<file path="src/shared/smw_pkg.sv">
// Purpose: shared constants of the stop-mode pin and warm-up controller
// Assumes: APB slave with 32-bit data, one aligned word per register
// Notes: register offsets are byte addresses
package smw_pkg;
  // register map
  localparam logic [11:0] SMW_OFS_CTRL = 12'h000;
  localparam logic [11:0] SMW_OFS_STAT = 12'h004;
  // control word fields
  localparam int SMW_CTRL_WSEL_LSB = 0;
  localparam int SMW_CTRL_KEEP_BIT = 2;
  localparam int SMW_CTRL_ALE_BIT = 3;
  localparam logic [31:0] SMW_CTRL_RESET = 32'h0000_0002;
  localparam logic [31:0] SMW_CTRL_MASK = 32'h0000_000F;
  // status word fields
  localparam int SMW_STAT_STATE_LSB = 0;
  localparam int SMW_STAT_SLOW_BIT = 2;
  localparam int SMW_STAT_WSEL_LSB = 3;
  // warm-up select codes
  localparam logic [1:0] SMW_WSEL_SHORT = 2'h1;
  localparam logic [1:0] SMW_WSEL_MID = 2'h2;
  localparam logic [1:0] SMW_WSEL_LONG = 2'h3;
  // warm-up lengths in oscillator cycles
  localparam int SMW_WARM_SHORT_CYC = 256;
  localparam int SMW_WARM_MID_CYC = 16384;
  localparam int SMW_WARM_LONG_CYC = 65536;
  localparam int SMW_CNT_W = 17;
  localparam logic [SMW_CNT_W-1:0] SMW_CNT_ONE = 17'h0_0001;
  localparam logic [SMW_CNT_W-1:0] SMW_CNT_ZERO = 17'h0_0000;
  // standby state machine
  typedef enum logic [1:0] {
    SMW_RUN = 2'b00,
    SMW_STOP = 2'b01,
    SMW_SLEEP = 2'b10,
    SMW_WARM = 2'b11
  } smw_state_t;
endpackage : smw_pkg

</file>
<file path="src/rtl/smw_top.sv">
// Purpose: standby pin gating and oscillator warm-up sequencing, APB controlled
// Assumes: clk_sys_i is the high-speed oscillator clock; pin inputs synchronous
// Notes: pin outputs and clock release are registered, one cycle behind inputs, except stop gating of pins, two cycles behind stop_enter_i
`timescale 1ns/1ps
module smw_top #(
  parameter int N_PINS = 8,
  parameter int ALE_PIN = 7,
  parameter logic [7:0] PULLUP_MASK = 8'h0F,
  parameter int WARM_SHORT_CYC = smw_pkg::SMW_WARM_SHORT_CYC,
  parameter int WARM_MID_CYC = smw_pkg::SMW_WARM_MID_CYC,
  parameter int WARM_LONG_CYC = smw_pkg::SMW_WARM_LONG_CYC
) (
  // clock and reset
  input wire logic clk_sys_i,
  input wire logic reset_n_i,
  // apb slave
  input wire logic psel_i,
  input wire logic penable_i,
  input wire logic pwrite_i,
  input wire logic [11:0] paddr_i,
  input wire logic [31:0] pwdata_i,
  input wire logic [3:0] pstrb_i,
  output logic [31:0] prdata_o,
  output logic pready_o,
  output logic pslverr_o,
  // standby control
  input wire logic stop_enter_i,
  input wire logic sleep_enter_i,
  input wire logic slow_mode_i,
  input wire logic wake_req_i,
  output logic clk_run_o,
  output logic in_stop_o,
  output logic warm_done_o,
  // port pins
  input wire logic [N_PINS-1:0] port_direction_control_i,
  input wire logic [N_PINS-1:0] port_function_select_i,
  input wire logic [N_PINS-1:0] wake_func_en_i,
  input wire logic [N_PINS-1:0] port_data_i,
  output logic [N_PINS-1:0] pin_out_o,
  output logic [N_PINS-1:0] pin_oe_n_o,
  output logic [N_PINS-1:0] pin_in_en_o
);

  localparam logic [N_PINS-1:0] PU_MASK = PULLUP_MASK[N_PINS-1:0];
  localparam int CW = smw_pkg::SMW_CNT_W;

  // warm-up length per select code; code 00 is treated like the shortest
  function automatic logic [CW-1:0] warm_target(input logic [1:0] sel);
    logic [CW-1:0] t;
    t = CW'(WARM_SHORT_CYC);
    if (sel == smw_pkg::SMW_WSEL_MID) begin
      t = CW'(WARM_MID_CYC);
    end else if (sel == smw_pkg::SMW_WSEL_LONG) begin
      t = CW'(WARM_LONG_CYC);
    end
    return t;
  endfunction : warm_target

  function automatic logic reg_hit(input logic [11:0] a);
    return (a == smw_pkg::SMW_OFS_CTRL) || (a == smw_pkg::SMW_OFS_STAT);
  endfunction : reg_hit

  // register bus
  logic [31:0] ctrl_q, ctrl_d;
  logic [31:0] prdata_q, prdata_d;
  logic pready_q, pready_d;
  logic pslverr_q, pslverr_d;
  logic [31:0] stat_word;
  logic wr_fire;

  // standby sequencing
  smw_pkg::smw_state_t state_q, state_d;
  logic [CW-1:0] cnt_q, cnt_d;
  logic [1:0] wsel_q, wsel_d;
  logic slow_q, slow_d;
  logic clk_run_q, clk_run_d;
  logic in_stop_q, in_stop_d;
  logic done_q, done_d;

  // pins
  logic [N_PINS-1:0] out_q, out_d;
  logic [N_PINS-1:0] oe_n_q, oe_n_d;
  logic [N_PINS-1:0] in_en_q, in_en_d;

  logic [1:0] wsel_cfg;
  logic keep_cfg;
  logic ale_cfg;
  assign wsel_cfg = ctrl_q[smw_pkg::SMW_CTRL_WSEL_LSB +: 2];
  assign keep_cfg = ctrl_q[smw_pkg::SMW_CTRL_KEEP_BIT];
  assign ale_cfg = ctrl_q[smw_pkg::SMW_CTRL_ALE_BIT];
  assign wr_fire = psel_i && penable_i && pready_q && pwrite_i;

  always_comb begin
    stat_word = 32'h0000_0000;
    stat_word[smw_pkg::SMW_STAT_STATE_LSB +: 2] = state_q;
    stat_word[smw_pkg::SMW_STAT_SLOW_BIT] = slow_q;
    stat_word[smw_pkg::SMW_STAT_WSEL_LSB +: 2] = wsel_q;
  end

  // answer in the first access cycle; pready drops after every completion
  always_comb begin
    ctrl_d = ctrl_q;
    prdata_d = prdata_q;
    pslverr_d = pslverr_q;
    pready_d = 1'b0;
    if (psel_i && !penable_i) begin
      pready_d = 1'b1;
      pslverr_d = !reg_hit(paddr_i);
      prdata_d = 32'h0000_0000;
      if (!pwrite_i && paddr_i == smw_pkg::SMW_OFS_CTRL) begin
        prdata_d = ctrl_q;
      end else if (!pwrite_i && paddr_i == smw_pkg::SMW_OFS_STAT) begin
        prdata_d = stat_word;
      end
    end
    if (wr_fire && paddr_i == smw_pkg::SMW_OFS_CTRL && pstrb_i[0]) begin
      ctrl_d = pwdata_i & smw_pkg::SMW_CTRL_MASK;
    end
  end

  always_ff @(posedge clk_sys_i or negedge reset_n_i) begin
    if (!reset_n_i) begin
      ctrl_q <= smw_pkg::SMW_CTRL_RESET;
      prdata_q <= 32'h0000_0000;
      pready_q <= 1'b0;
      pslverr_q <= 1'b0;
    end else begin
      ctrl_q <= ctrl_d;
      prdata_q <= prdata_d;
      pready_q <= pready_d;
      pslverr_q <= pslverr_d;
    end
  end

  always_comb begin
    state_d = state_q;
    cnt_d = cnt_q;
    wsel_d = wsel_q;
    slow_d = slow_q;
    done_d = 1'b0;
    unique case (state_q)
      smw_pkg::SMW_RUN: begin
        slow_d = slow_mode_i;
        if (stop_enter_i) begin
          state_d = smw_pkg::SMW_STOP;
        end else if (sleep_enter_i) begin
          state_d = smw_pkg::SMW_SLEEP;
        end
      end
      smw_pkg::SMW_STOP, smw_pkg::SMW_SLEEP: begin
        if (wake_req_i) begin
          if (slow_q) begin
            state_d = smw_pkg::SMW_RUN;
            done_d = 1'b1;
          end else begin
            state_d = smw_pkg::SMW_WARM;
            cnt_d = smw_pkg::SMW_CNT_ZERO;
            wsel_d = wsel_cfg;
          end
        end
      end
      smw_pkg::SMW_WARM: begin
        if (cnt_q == warm_target(wsel_q) - smw_pkg::SMW_CNT_ONE) begin
          state_d = smw_pkg::SMW_RUN;
          done_d = 1'b1;
        end else begin
          cnt_d = cnt_q + smw_pkg::SMW_CNT_ONE;
        end
      end
    endcase
    clk_run_d = (state_d == smw_pkg::SMW_RUN);
    in_stop_d = (state_d == smw_pkg::SMW_STOP);
  end

  always_ff @(posedge clk_sys_i or negedge reset_n_i) begin
    if (!reset_n_i) begin
      state_q <= smw_pkg::SMW_RUN;
      cnt_q <= smw_pkg::SMW_CNT_ZERO;
      wsel_q <= 2'h0;
      slow_q <= 1'b0;
      clk_run_q <= 1'b1;
      in_stop_q <= 1'b0;
      done_q <= 1'b0;
    end else begin
      state_q <= state_d;
      cnt_q <= cnt_d;
      wsel_q <= wsel_d;
      slow_q <= slow_d;
      clk_run_q <= clk_run_d;
      in_stop_q <= in_stop_d;
      done_q <= done_d;
    end
  end

  // pin states follow the STOP state already registered
  always_comb begin
    out_d = port_data_i;
    oe_n_d = ~port_direction_control_i;
    in_en_d = ~port_direction_control_i;
    if (in_stop_q) begin
      if (keep_cfg) begin
        oe_n_d = ~port_direction_control_i;
        in_en_d = ~port_direction_control_i;
      end else begin
        oe_n_d = {N_PINS{1'b1}};
        in_en_d = port_function_select_i & ~port_direction_control_i;
        in_en_d = in_en_d | (wake_func_en_i & ~port_direction_control_i);
      end
      in_en_d = in_en_d & ~PU_MASK;
      if (ale_cfg) begin
        out_d[ALE_PIN] = 1'b0;
        oe_n_d[ALE_PIN] = 1'b0;
        in_en_d[ALE_PIN] = 1'b0;
      end
    end
  end

  always_ff @(posedge clk_sys_i or negedge reset_n_i) begin
    if (!reset_n_i) begin
      out_q <= '0;
      oe_n_q <= '1;
      in_en_q <= '0;
    end else begin
      out_q <= out_d;
      oe_n_q <= oe_n_d;
      in_en_q <= in_en_d;
    end
  end

  assign prdata_o = prdata_q;
  assign pready_o = pready_q;
  assign pslverr_o = pslverr_q;
  assign clk_run_o = clk_run_q;
  assign in_stop_o = in_stop_q;
  assign warm_done_o = done_q;
  assign pin_out_o = out_q;
  assign pin_oe_n_o = oe_n_q;
  assign pin_in_en_o = in_en_q;
endmodule : smw_top

</file>
<file path="config.mk">
export PLATFORM = sky130hd
export DESIGN_NAME = smw_top
export DESIGN_NICKNAME = d
export VERILOG_FILES = /design/src/shared/smw_pkg.sv /design/src/rtl/smw_top.sv
export SDC_FILE = /design/constraint.sdc
export NUM_CORES = 1
export LEC_CHECK = 0
export BUFFER_PORTS_ARGS = -buffer_cell sky130_fd_sc_hd__buf_4
export CAP_MARGIN = 20
export CORE_UTILIZATION = 41
export DETAILED_ROUTE_END_ITERATION = 7
export PLACE_DENSITY = 0.83
export SYNTH_ARGS = -nofsm -noshare
export SYNTH_HDL_FRONTEND = slang
export SYNTH_SLANG_ARGS = --single-unit
</file>
<file path="constraint.sdc">
create_clock -name clk_sys_i -period 2.3 [get_ports clk_sys_i]
set_input_delay 0.345 -clock clk_sys_i [delete_from_list [all_inputs] [get_ports clk_sys_i]]
set_output_delay 0.345 -clock clk_sys_i [all_outputs]
set_load 0.02 [all_outputs]
</file>
[Word-level counts from Yosys, hierarchy flattened]
Cells that the tools add are included.
Widths: inputs -> output; s select.
Word-level totals
  output and inout bits: 61
  bits in registers: 87
  word-level logic and storage cells: 79
  input port bits: 89
Cells by class
  reductions and logical operators: 19
  eq/ne operators: 11
  multiplexer cells: 28
  bitwise operators: 5
  $add $sub $neg: 2
Operators by type and width (number)
  $mux 17: 6
  $pmux 17 s2: 1
  $mux 8: 4
  $add 17x1->17 const B: 1
  $eq 17x17->1: 1
  $sub 17x1->17 const B: 1
  $and 8x8->8: 2
  $eq 12x3->1 const B: 1
  $logic_not 12->1: 1
  $mux 2: 5
  $mux 5: 2
  $eq 2x2->1 const B: 4
  $logic_and 1x1->1: 8
  $mux 1: 8
  $not 8->8: 1
  $or 8x8->8: 1
  $ne 2x2->1 const B: 3
  $pmux 2 s3: 1
  $eq 2x1->1 const B: 2
  $logic_not 2->1: 2
  $reduce_and 4->1: 1
  $logic_not 1->1: 3
  $reduce_and 3->1: 1
  $pmux 1 s2: 1
  other kinds (4): 4

[Logic depth before layout (Yosys ltp)]
Gate-level depths: netlist of run 1.
  depth in word-level cells: 9
  gate-level depth with buffers: 9
  depth with buffers taken out: 7

[Worst setup path after synthesis of run 1]
OpenSTA, ideal clock, no wires.
  path kind: flip-flop to flip-flop
  from: register state_q[0]
  to: register cnt_q[14]
  setup slack: 0.028 ns
  stages on the path, launching flop included: 10
  buffers on the path: 2
  library setup time: 0.078 ns
  data required time: 2.222 ns
  arrival time: 2.195 ns
  path through: dfrtp_1 -> inv_1 -> ha_1 -> and3b_1 -> buf_2 -> or2_2 -> clkbuf_1 -> nand3_1 -> or4_1 -> a21oi_1
Between the ends
  word-level cells in the longest chain between the ends: 4
  elaborated cells on any way between the ends: 10
  those cells by class: eq/ne: 6; mux: 1; reduce/logical: 3
RTL lines
  from (decl): RTL line smw_top.sv:72  | smw_pkg::smw_state_t state_q, state_d;
  from (signal assigned): RTL line smw_top.sv:177  | state_q <= smw_pkg::SMW_RUN;
  from (signal assigned): RTL line smw_top.sv:185  | state_q <= state_d;
  $eq 2x1->1 or $eq 2x2->1 (tied branches): RTL line smw_top.sv:141  | unique case (state_q)
  $reduce_or 2->1: RTL line smw_top.sv:141
  $ne 2x2->1 (no line) or $reduce_bool 2->1 (tied branches)
  $reduce_and 4->1 (no line)
  to (signal assigned): RTL line smw_top.sv:178  | cnt_q <= smw_pkg::SMW_CNT_ZERO;
  to (signal assigned): RTL line smw_top.sv:186  | cnt_q <= cnt_d;
  to (decl): RTL line smw_top.sv:73  | logic [CW-1:0] cnt_q, cnt_d;
Several ways; a longest one is shown, not always the timed one.
A chain may end at the register's enable or synchronous reset.

[Worst setup path in the final report of run 1]
  from: register cnt_q[8]
  to: register in_stop_q (netlist: in_stop_o)
Between the ends
  word-level cells in the longest chain between the ends: 4
RTL lines
  $eq 17x17->1: RTL line smw_top.sv:163  | if (cnt_q == warm_target(wsel_q) - smw_pkg::SMW_CNT_ONE) begin
  $mux 2: RTL line smw_top.sv:163
  $pmux 2 s3: RTL line smw_top.sv:141
  net state_d[1]: RTL line smw_top.sv:72
  $eq 2x1->1: RTL line smw_top.sv:172  | in_stop_d = (state_d == smw_pkg::SMW_STOP);
  net in_stop_d: RTL line smw_top.sv:77  | logic in_stop_q, in_stop_d;
  to (signal assigned): RTL line smw_top.sv:190  | in_stop_q <= in_stop_d;
  to (decl): RTL line smw_top.sv:77
The timed path passes the listed nets, and every way through them passes these cells.

==> results by group, run 1 <==
Pwr
  • Psw: 1.14 mW
  • Pleak: 1.92 nW
  • P_int: between 2 and 2.5 mW
  • Peak VDD IR: 744 uV
  • Logic gate share of total power: 0.308
  • Cell Pwr Density: 820 nW/um2
  • Net Sw Frac: 0.362
  • Clock power share: 0.282
  • Sequential share of power: 0.410

Route
  • DRC: 0
  • Iteration-0 DRC Markers: between 150 and 200
  • Drt first pass iters: 7
  • Drt wl/cell: around 14 um
  • Vias per std cell: around 5
  • Total number of vias: 2503
  • Remaining antenna violation count: 0
  • Routed WL: 6800 um

Setup path
  • Crit path launch type: register
  • Cell family with most CP delay: compound AO/OA/AOI/OAI gates
  • Worst path slowest cell: or4_1
  • Critical Path RT: about 2.5 ns
  • Worst path bufs/invs: 0
  • Crit path capture type: register
  • WP data arrival: 2.42 ns
  • CP Class: register to register
  • Crit-path cells: or4_1 > o22a_1 > a2111o_1 > a32o_1 > nor2b_1
  • Max incr delay on CP: 0.52 ns
  • Max Fanout on Critical Path: 5

Final layout
  • Share of cells above drive strength 1: 0.347
  • Fin nets: 480
  • Most frequent cells in the layout: 100 x buf_4, 50 x dfrtp_1, 35 x nand2_1
  • Diodes inserted: 0
  • P&R area growth vs syn: 30.9%
  • Leading cell type in the layout, fill and taps excluded: buf_4
  • Post-route cell area: 3820 um2

Synthesis
  • XOR/XNOR Fraction of Synth Area: 0
  • Combinational family with the most area after synthesis: simple AND/OR/NAND/NOR gates
  • Syn avg cell area: approximately 10 um2
  • Cell taking the most area after synthesis: dfrtp_1
  • Simple-Gate Fraction of Synth Area: 0.193
  • Syn Inst Count: ~290
  • Complex-gate fraction of the synthesized area: 0.125
  • Cell area after synthesis: 2920 um2
  • Sequential share of the synthesized area: 0.518
  • Post-Synth Adder-Cell Area: 0.0171
  • Top FF cell, synth: dfrtp_1
  • Ys Warns: 0
  • Post-synth ARST share: 1.00
  • Area contributors post-synth: dfrtp_1 43%, dfstp_2 9.0%, buf_4 6.9%
  • Yosys top cell area share: 0.428
  • Number of synthesized flops with an enable pin: 0
  • Synth unique cells: 50
  • Mux contribution to synthesized area: 0.0475
  • Seq cells post-synth: 60

Die
  • FP Rows: 30
  • Initial Utilization: 0.428
  • Core Box Area: slightly below 7000 um2
  • Die ar.: roughly 7500 um2
  • Die Ht: 86.4 um
  • Die X: roughly 86 um
  • Ports: 150

CTS
  • Clock sinks: 60
  • Clock buffer depth: 2
  • Root Driver: clkbuf_8
  • Htree depth: 3
  • CTS tree: yes
  • Skew-Pair Late Insertion Delay: 0.34 ns
  • Clock transition at path regs: 0.08 ns
  • Num CTS Buffers: 9

STA
  • Slew headroom: 0.515
  • Maximum clock frequency: 458 MHz
  • Max Slew Vio Count: 0
  • Setup TNS: 0 ns
  • RSZ-0062 raised after global routing: false
  • Worst Skew: 0.00668 ns
  • Final setup vio count: 0
  • Worst-Margin Slew: 0.727 ns
  • Minimum clock period: 2.19 ns
  • Fin. Hold Viols: 0
  • Post-route clock period utilization: 0.950

GRT
  • First-pass GRT wire length: 10900 um
  • Vias in the first global route: 2350
  • Largest net degree at the start of global routing: 61
  • Initial antenna violation count: 0
  • Total GRT Usage: 0.190
  • GRT overflow: 0

Place
  • Final HPWL DP: 4960 um
  • Placed cell area: 3640 um2
  • Routability cong.: 0.834
  • Buffers on Ports: 83

Min path
  • Hold Crit Class: input pin to async pin

Outcome
  • Status: finished, final reports clean

Run
  • Max Cap Viol: 0
==> synth_stat cells (2+ instances only) <==
cell and n:
o22ai_1 2, buf_4 27, nor2_1 16, dfstp_2 10, nand4_1 5, ha_1 4
a2111o_1 2, a222oi_1 4, o31ai_1 2, a21oi_1 14, a211oi_1 2, nor4_1 5
or4_1 4, dfrtp_1 50, a31oi_1 3, and3b_1 2, a22o_1 2, nand2_1 35
inv_1 10, o21ai_0 3, and3_1 6, a41o_1 2, nand3_1 11, a31o_2 2
clkbuf_1 7, nand2b_1 9, mux2i_1 6, a21boi_0 2, buf_2 2, mux2_2 6
nor3_1 11, nor2b_1 2, o211ai_1 2
==> metal layers <==
metal / track usage / wire length (um) / up-vias
li1: - / - / 1180
met1: 0.232 / 2810 / 1202
met2: 0.318 / 3460 / 110
met3: 0.0486 / 425 / 11
met4: 0.0864 / 110 / 0
met5: 0 / 0 / -
==> registers in the layout, indices dropped and copies added (netlist names) <==
name / flops
wsel_q: 2
warm_done_o: 1
state_q: 2
prdata_o: 5
in_stop_o: 1
pin_in_en_o: 8
pin_out_o: 8
cnt_q: 17
slow_q: 1
ctrl_q: 4
clk_run_o: 1
pin_oe_n_o: 8
pslverr_o: 1
pready_o: 1
==> path summary, 6_finish.rpt <==
| path | cells past startpoint | start | slack [ns] | to |
|---|---|---|---|---|
| min | 1 | reset_n_i | 0.07 | pin_out_o[6] |
| max | 5 | cnt_q[8] | 0.11 | in_stop_o |
| min in group clk_sys_i | 1 | port_data_i[5] | 0.10 | pin_out_o[5] |
| max in group asynchronous | 1 | reset_n_i | 1.76 | warm_done_o |
| max reg2reg | 5 | cnt_q[8] | 0.11 | in_stop_o |
| min reg2reg | 2 | ctrl_q[0] | 0.50 | wsel_q[0] |
==> metrics by stage <==
stage                      util  power [mW]  cells  hold slack, ns  worst slack (ns)
after floorplan               -        1.90    313          0.0494            0.0277
after global routing      0.560        3.29    488          0.0829            0.0331
after detailed placement  0.533        2.26    472           0.456            0.0618
final                     0.560        3.14    488          0.0666             0.114
after global placement    0.533        2.22    472           0.454            0.0694
after CTS                 0.560        3.15    488          0.0843            0.0415
==> timing repair <==
| action | in CTS | in global routing |
|---|---|---|
| hold buffers | 0 | 0 |
| setup buffers | 0 | 0 |
| endpoints found under the setup margin | 0 | 4 |
| resized for setup | 0 | 1 |
==> worst register-to-register path, cell delays in order, from the launching register on <==
cell,delay (ns)
dfrtp_1,0.38
or4_1,0.52
o22a_1,0.24
a2111o_1,0.40
a32o_1,0.31
nor2b_1,0.23
==> area by class of cell <==
type	count	area [um2]
fillers	618	3010
flip-flops and latches	60	1510
multi-input cells	206	1220
repair buffers	100	751
clock buffers	9	124
well taps	96	120
clock inverters	7	58.8
inverters	10	37.5
==> power groups by stage <==
stage	registers (mW)	clock network [mW]	logic, mW
global route	1.30	0.954	1.04
floorplan	1.42	0	0.484
CTS	1.29	0.907	0.960
finish	1.29	0.886	0.965
detailed placement	1.31	0	0.954
global placement	1.30	0	0.921
==> cell families (layout without fill, tap and decap cells) <==
logic type,Yosys count,after routing
other cells,1,27
fa+ha+maj,4,4
simple gates,112,112
mux,13,13
buf+inv,47,126
compound gates,50,50
flops,60,60
(Power assumes the default switching activity.)
==> run 2, diff against run 1 <==
--- a/config.mk
+++ b/config.mk
@@ -8,8 +8,10 @@
 export BUFFER_PORTS_ARGS = -buffer_cell sky130_fd_sc_hd__buf_4
 export CAP_MARGIN = 20
 export CORE_UTILIZATION = 41
+export CTS_CLUSTER_DIAMETER = 40
 export DETAILED_ROUTE_END_ITERATION = 7
 export PLACE_DENSITY = 0.83
+export SETUP_SLACK_MARGIN = 0.3
 export SYNTH_ARGS = -nofsm -noshare
 export SYNTH_HDL_FRONTEND = slang
 export SYNTH_SLANG_ARGS = --single-unit
==> run 2 against run 1 <==
Sequential power is essentially flat. Worst hold slack is essentially flat. Via count grew 2.7%. Highest routed layer unchanged.
==> results by group, run 2 (synthesis results as in run 1) <==
STA
  • Worst Skew: 0.00713 ns
  • RSZ-0062 raised after global routing: true
  • Post-route clock period utilization: 0.975
  • Slew headroom: 0.512
  • Fin. Hold Viols: 0
  • Max Slew Vio Count: 0
  • Setup TNS: 0 ns
  • Minimum clock period: 2.24 ns
  • Final setup vio count: 0
  • Worst-Margin Slew: 0.732 ns
  • Maximum clock frequency: 446 MHz

Final layout
  • Diodes inserted: 0
  • Top reg by flops: cnt_q
  • P&R area growth vs syn: 38.7%
  • Number of fill cells: 570
  • Post-Layout Cell Count: 492
  • Leading cell type in the layout, fill and taps excluded: buf_4
  • Post-route cell area: between 4000 and 5000 um2
  • Most frequent cells in the layout: 99 x buf_4, 50 x dfrtp_1, 35 x nand2_1
  • Share of cells above drive strength 1: 0.404
  • Fin nets: 484
  • Largest register FFs: 17

Route
  • Routed WL: 7180 um
  • Drt first pass iters: 7
  • Total number of vias: 2571
  • Vias per std cell: 5.23
  • DRC: 0
  • Remaining antenna violation count: 0
  • Drt wl/cell: 14.6 um
  • Iteration-0 DRC Markers: 218

Pwr
  • Pleak: between 1.5 and 2 nW
  • Peak VDD IR: 768 uV
  • Cell Pwr Density: approximately 840 nW/um2

CTS
  • Skew-Pair Late Insertion Delay: 0.34 ns
  • Num CTS Buffers: 9
  • Clock transition at path regs: 0.07 ns
  • Root Driver: clkbuf_8
  • Clock buffer depth: 2
  • CTS tree: yes
  • Htree depth: 3
  • Clock sinks: 60
  • Post-CTS Hold Buffers: 0

Place
  • Routability cong.: ~0.9
  • Buffers on Ports: 83
  • Final HPWL DP: 4910 um
  • Dpl cells: 468
  • Placed cell area: 3640 um2

Run
  • Max Cap Viol: 0

Die
  • Die Ht: about 86 um
  • Die ar.: roughly 7500 um2
  • Ports: 150
  • Initial Utilization: 0.428
  • Core Box Area: 6830 um2
  • FP Rows: 30
  • Die X: 86.4 um

Setup path
  • Crit path capture type: register
  • Max Fanout on Critical Path: 6
  • WP data arrival: 2.47 ns
  • Crit path launch type: register
  • CP Class: register to register
  • Critical Path RT: roughly 2.5 ns

GRT
  • Largest net degree at the start of global routing: between 60 and 70
  • Vias in the first global route: 2466
  • Total GRT Usage: 0.199
  • Initial antenna violation count: 0
  • First-pass GRT wire length: 11400 um
  • GRT overflow: 0

Outcome
  • Status: finished, final reports clean

Min path
  • Hold Crit Class: input pin to async pin
-- run 2: cell count changes in the layout (fill, tap and decap cells not counted), sizes merged --
| cell | delta |
|---|---|
| buf | +4 |
| clkinv | -1 |
| bufinv | +2 |
| inv | -3 |
| clkbuf | +1 |
| clkinvlp | +1 |
-- run 2: routing by layer --
layer / up-vias / GRT usage / wire length [um]
li1: 1181 / - / -
met1: 1260 / 0.229 / 2840
met2: 111 / 0.337 / 3730
met3: 19 / 0.0638 / 424
met4: 0 / 0.0909 / 189
met5: - / 0 / 0
-- run 2: timing repair --
| action | CTS | global route |
|---|---|---|
| gates cloned | 1 | 0 |
| setup buffers | 4 | 3 |
| setup endpoints to repair | 14 | 20 |
| gates resized for setup | 7 | 26 |
| pin swaps | 4 | 10 |
-- run 2: path summary, 6_finish.rpt --
path                                     start        endpoint  slack, ns  cells after the start
worst max register to register       wsel_q[1]        cnt_q[0]       0.06                      5
max in group asynchronous            reset_n_i        pready_o       1.75                      1
worst max-delay path                 wsel_q[1]        cnt_q[0]       0.06                      5
worst min register to register     prdata_o[3]     prdata_o[3]       0.51                      2
worst min-delay path                 reset_n_i  pin_in_en_o[3]       0.07                      1
min in group clk_sys_i          port_data_i[2]    pin_out_o[2]       0.11                      1
-- run 2: through the flow --
step,hold WS [ns],total power [mW],util,setup slack (ns)
global placement,0.448,2.25,0.533,0.177
finish,0.0663,3.40,0.593,0.0575
global route,0.0876,3.57,0.593,0.0255
detailed placement,0.452,2.28,0.533,0.120
CTS,0.0927,3.36,0.574,0.143
floorplan,0.0494,1.95,-,0.264
-- run 2: power by group --
part           switching, mW  total, mW  internal (mW)  leakage (nW)
clock network          0.416       1.03          0.609         0.102
logic                  0.624       1.08          0.456          1.12
registers             0.0819       1.29           1.21         0.758
-- run 2: critical path: stages, from the launching register on --
cell	delay, ns
dfrtp_1	0.39
or4_1	0.53
o22a_1	0.21
a2111o_1	0.49
mux2_4	0.34
a22o_1	0.18
-- run 2: area by class of cell --
class / instances / area (um2) / area share
flip-flops and latches: 60 / 1510 / 0.373
multi-input cells: 206 / 1370 / 0.337
repair buffers: 104 / 800 / 0.197
clock buffers: 10 / 128 / 0.0315
well taps: 96 / 120 / 0.0296
clock inverters: 6 / 88.8 / 0.0219
inverters: 10 / 37.5 / 0.00926
==> run 3, diff against run 2 <==
--- a/config.mk
+++ b/config.mk
@@ -5,12 +5,12 @@
 export SDC_FILE = /design/constraint.sdc
 export NUM_CORES = 1
 export LEC_CHECK = 0
+export ABC_AREA = 1
 export BUFFER_PORTS_ARGS = -buffer_cell sky130_fd_sc_hd__buf_4
-export CAP_MARGIN = 20
-export CORE_UTILIZATION = 41
+export CORE_UTILIZATION = 25
 export CTS_CLUSTER_DIAMETER = 40
 export DETAILED_ROUTE_END_ITERATION = 7
-export PLACE_DENSITY = 0.83
+export PLACE_DENSITY = 0.58
 export SETUP_SLACK_MARGIN = 0.3
 export SYNTH_ARGS = -nofsm -noshare
 export SYNTH_HDL_FRONTEND = slang
==> run 3 against run 2 <==
The flow now finishes with violations (DRC). Register-to-register slack gained 0.41 ns. Critical path depth up 2. Non-clock buffer count shrank 19. Via count fell by 2.7%. Wire length down 6.2%. Flip-flop and latch count is the same. Final area down 0.40%. Count of clock-buffer cells in the layout up 1. Clock skew decreased by 0.0020 ns. Sequential share of layout area up 0.15 points. Core utilization shrank 24 points.
==> results by group, run 3 <==
Outcome
  • Status: complete, but fails checks
  • Failing checks: DRC

Synthesis
  • Post-synth ARST share: 1.00
  • Synth unique cells: 29
  • Syn avg cell area: 8.43 um2
  • Top-count cell post-synth: nand2_1
  • Sequential share of the synthesized area: 0.502
  • Top FF cell, synth: dfrtp_1
  • Syn Inst Count: between 300 and 400
  • Seq cells post-synth: 60
  • Number of synthesized flops with an enable pin: 0
  • Cell taking the most area after synthesis: dfrtp_1
  • Ys Warns: 0
  • Cell area after synthesis: 3020 um2
  • Most frequent cells after synthesis: 91 x nand2_1, 50 x dfrtp_1, 42 x nor2_1, 32 x nand3_1, 30 x inv_1
  • Area contributors post-synth: dfrtp_1 41%, nand2_1 11%, dfstp_2 8.7%
  • Yosys top cell area share: 0.415

Route
  • Routed WL: 6740 um
  • Metal2 WL: roughly 3200 um
  • Remaining antenna violation count: 0
  • Total number of vias: 2501
  • WL met3: around 300 um
  • DRC: 4
  • Iteration-0 DRC Markers: 131
  • Drt wl/cell: 11.2 um
  • Metal-1 WL: 3100 um
  • Vias per std cell: 4.18
  • Drt first pass iters: 6
  • Uppermost layer routed: met4

GRT
  • GRT overflow: 0
  • Total GRT Usage: 0.114
  • First-pass GRT wire length: 11300 um
  • Largest net degree at the start of global routing: ~60
  • Initial antenna violation count: 0
  • Vias in the first global route: 2443

CTS
  • Clock sinks: 60
  • Post-CTS Hold Buffers: 0
  • Num CTS Buffers: 9
  • Clock transition at path regs: ~0.05 ns
  • Setup bufs post-CTS: 0
  • Htree depth: 3
  • Skew-Pair Late Insertion Delay: 0.32 ns
  • Post-CTS resize count: 0
  • Root Driver: clkbuf_16
  • Clock buffer depth: 2
  • CTS tree: yes

Die
  • Die Ht: 112 um
  • Initial Utilization: 0.261
  • Die ar.: 12500 um2
  • Core Box Area: 11600 um2
  • Ports: 150
  • FP Rows: 39
  • Die X: between 100 and 150 um

Place
  • Routability cong.: 0.817
  • Final HPWL DP: 4980 um
  • Buffers on Ports: 83
  • Worst slack, placed: approximately 0.38 ns
  • Placed cell area: 3700 um2
  • Dpl cells: roughly 580

Pwr
  • Psw: 1.21 mW
  • Cell Pwr Density: 920 nW/um2
  • Logic gate share of total power: 0.274
  • Peak VDD IR: 361 uV
  • Sequential share of power: 0.353
  • Net Sw Frac: 0.325
  • Pleak: 1.95 nW
  • Clock power share: 0.373
  • P_int: about 2.5 mW

STA
  • Setup TNS: 0 ns
  • Final worst slack: 0.466 ns
  • Worst Skew: 0.00518 ns
  • Worst-Margin Slew: about 0.76 ns
  • Fin. Hold Viols: 0
  • Maximum clock frequency: 545 MHz
  • RSZ-0062 raised after global routing: false
  • Final setup vio count: 0
  • Slew headroom: 0.495
  • Post-route clock period utilization: 0.797
  • Minimum clock period: 1.83 ns
  • Max Slew Vio Count: 0

Setup path
  • WP data arrival: 2.04 ns
  • CP Class: register to register
  • Crit path launch type: register
  • Register-to-register path setup slack: 0.47 ns
  • Critical Path RT: 2.51 ns
  • Crit path capture type: register
  • Max Fanout on Critical Path: 14

Min path
  • Hold Crit Class: input pin to async pin

Final layout
  • Fin nets: 544
  • Number of fill cells: roughly 1200
  • Share of cells above drive strength 1: 0.292
  • Multi-input logic area: 1280 um2
  • Diodes inserted: 0
  • Register area: 1510 um2
  • Leading cell type in the layout, fill and taps excluded: nand2_1
  • Most frequent cells in the layout: 91 x nand2_1, 85 x buf_4, 50 x dfrtp_1
  • Final design utilization: 0.349
  • P&R area growth vs syn: 33.8%
  • Top reg by flops: cnt_q
  • Post-Layout Cell Count: 599
  • Largest register FFs: 17
  • Post-route cell area: 4040 um2

Run
  • Max Cap Viol: 0
## run 3: worst max-delay path: stages (launching register included)
cell and delay (ns):
dfrtp_1 0.44, inv_1 0.11, ha_1 0.40, nand3_2 0.17
o21ai_2 0.20, nand2_4 0.22, nand2_1 0.12, o21ai_2 0.05
## run 3: power by group through the flow
stage          logic (mW)  registers (mW)  clock network (mW)
2_1_floorplan       0.549            1.44                   0
3_3_place_gp        0.955            1.33                   0
3_5_place_dp        0.970            1.33                   0
4_1_cts             0.974            1.31                1.44
5_1_grt              1.14            1.33                1.48
6_report             1.02            1.31                1.39
## run 3: kinds of logic after synthesis
| group | Yosys count | synth area share |
|---|---|---|
| simple gates | 188 | 0.273 |
| buf+inv | 61 | 0.116 |
| flops | 60 | 0.502 |
| compound gates | 37 | 0.0718 |
| xor+xnor | 7 | 0.0203 |
| fa+ha+maj | 4 | 0.0166 |
| other cells | 1 | 0.00124 |
## run 3: path summary, 6_finish.rpt
kind	cells past startpoint	from	to
setup / recovery	7	state_q[0]	cnt_q[15]
min in group clk_sys_i	1	port_data_i[2]	pin_out_o[2]
hold reg to reg	2	prdata_o[4]	prdata_o[4]
setup reg to reg	7	state_q[0]	cnt_q[15]
max in group asynchronous	1	reset_n_i	pin_out_o[7]
hold / removal	1	reset_n_i	pin_out_o[3]
## run 3: final cells by class
type                    count  area share
multi-input cells         264       0.317
flip-flops and latches     60       0.375
repair buffers             85       0.158
well taps                 143      0.0443
clock inverters             5      0.0192
inverters                  31      0.0288
clock buffers              11      0.0576
## run 3: per-stage QoR
stage	hold slack [ns]	total power [mW]
after floorplan	0.0494	1.99
after global placement	0.454	2.28
after detailed placement	0.456	2.30
after CTS	0.110	3.72
after global routing	0.111	3.95
final	0.0976	3.72
## run 3: metal layers
metal / up-vias / GRT usage
li1: 1281 / -
met3: 8 / 0.0305
met1: 1143 / 0.140
met4: 0 / 0.0486
met2: 69 / 0.188
met5: - / 0
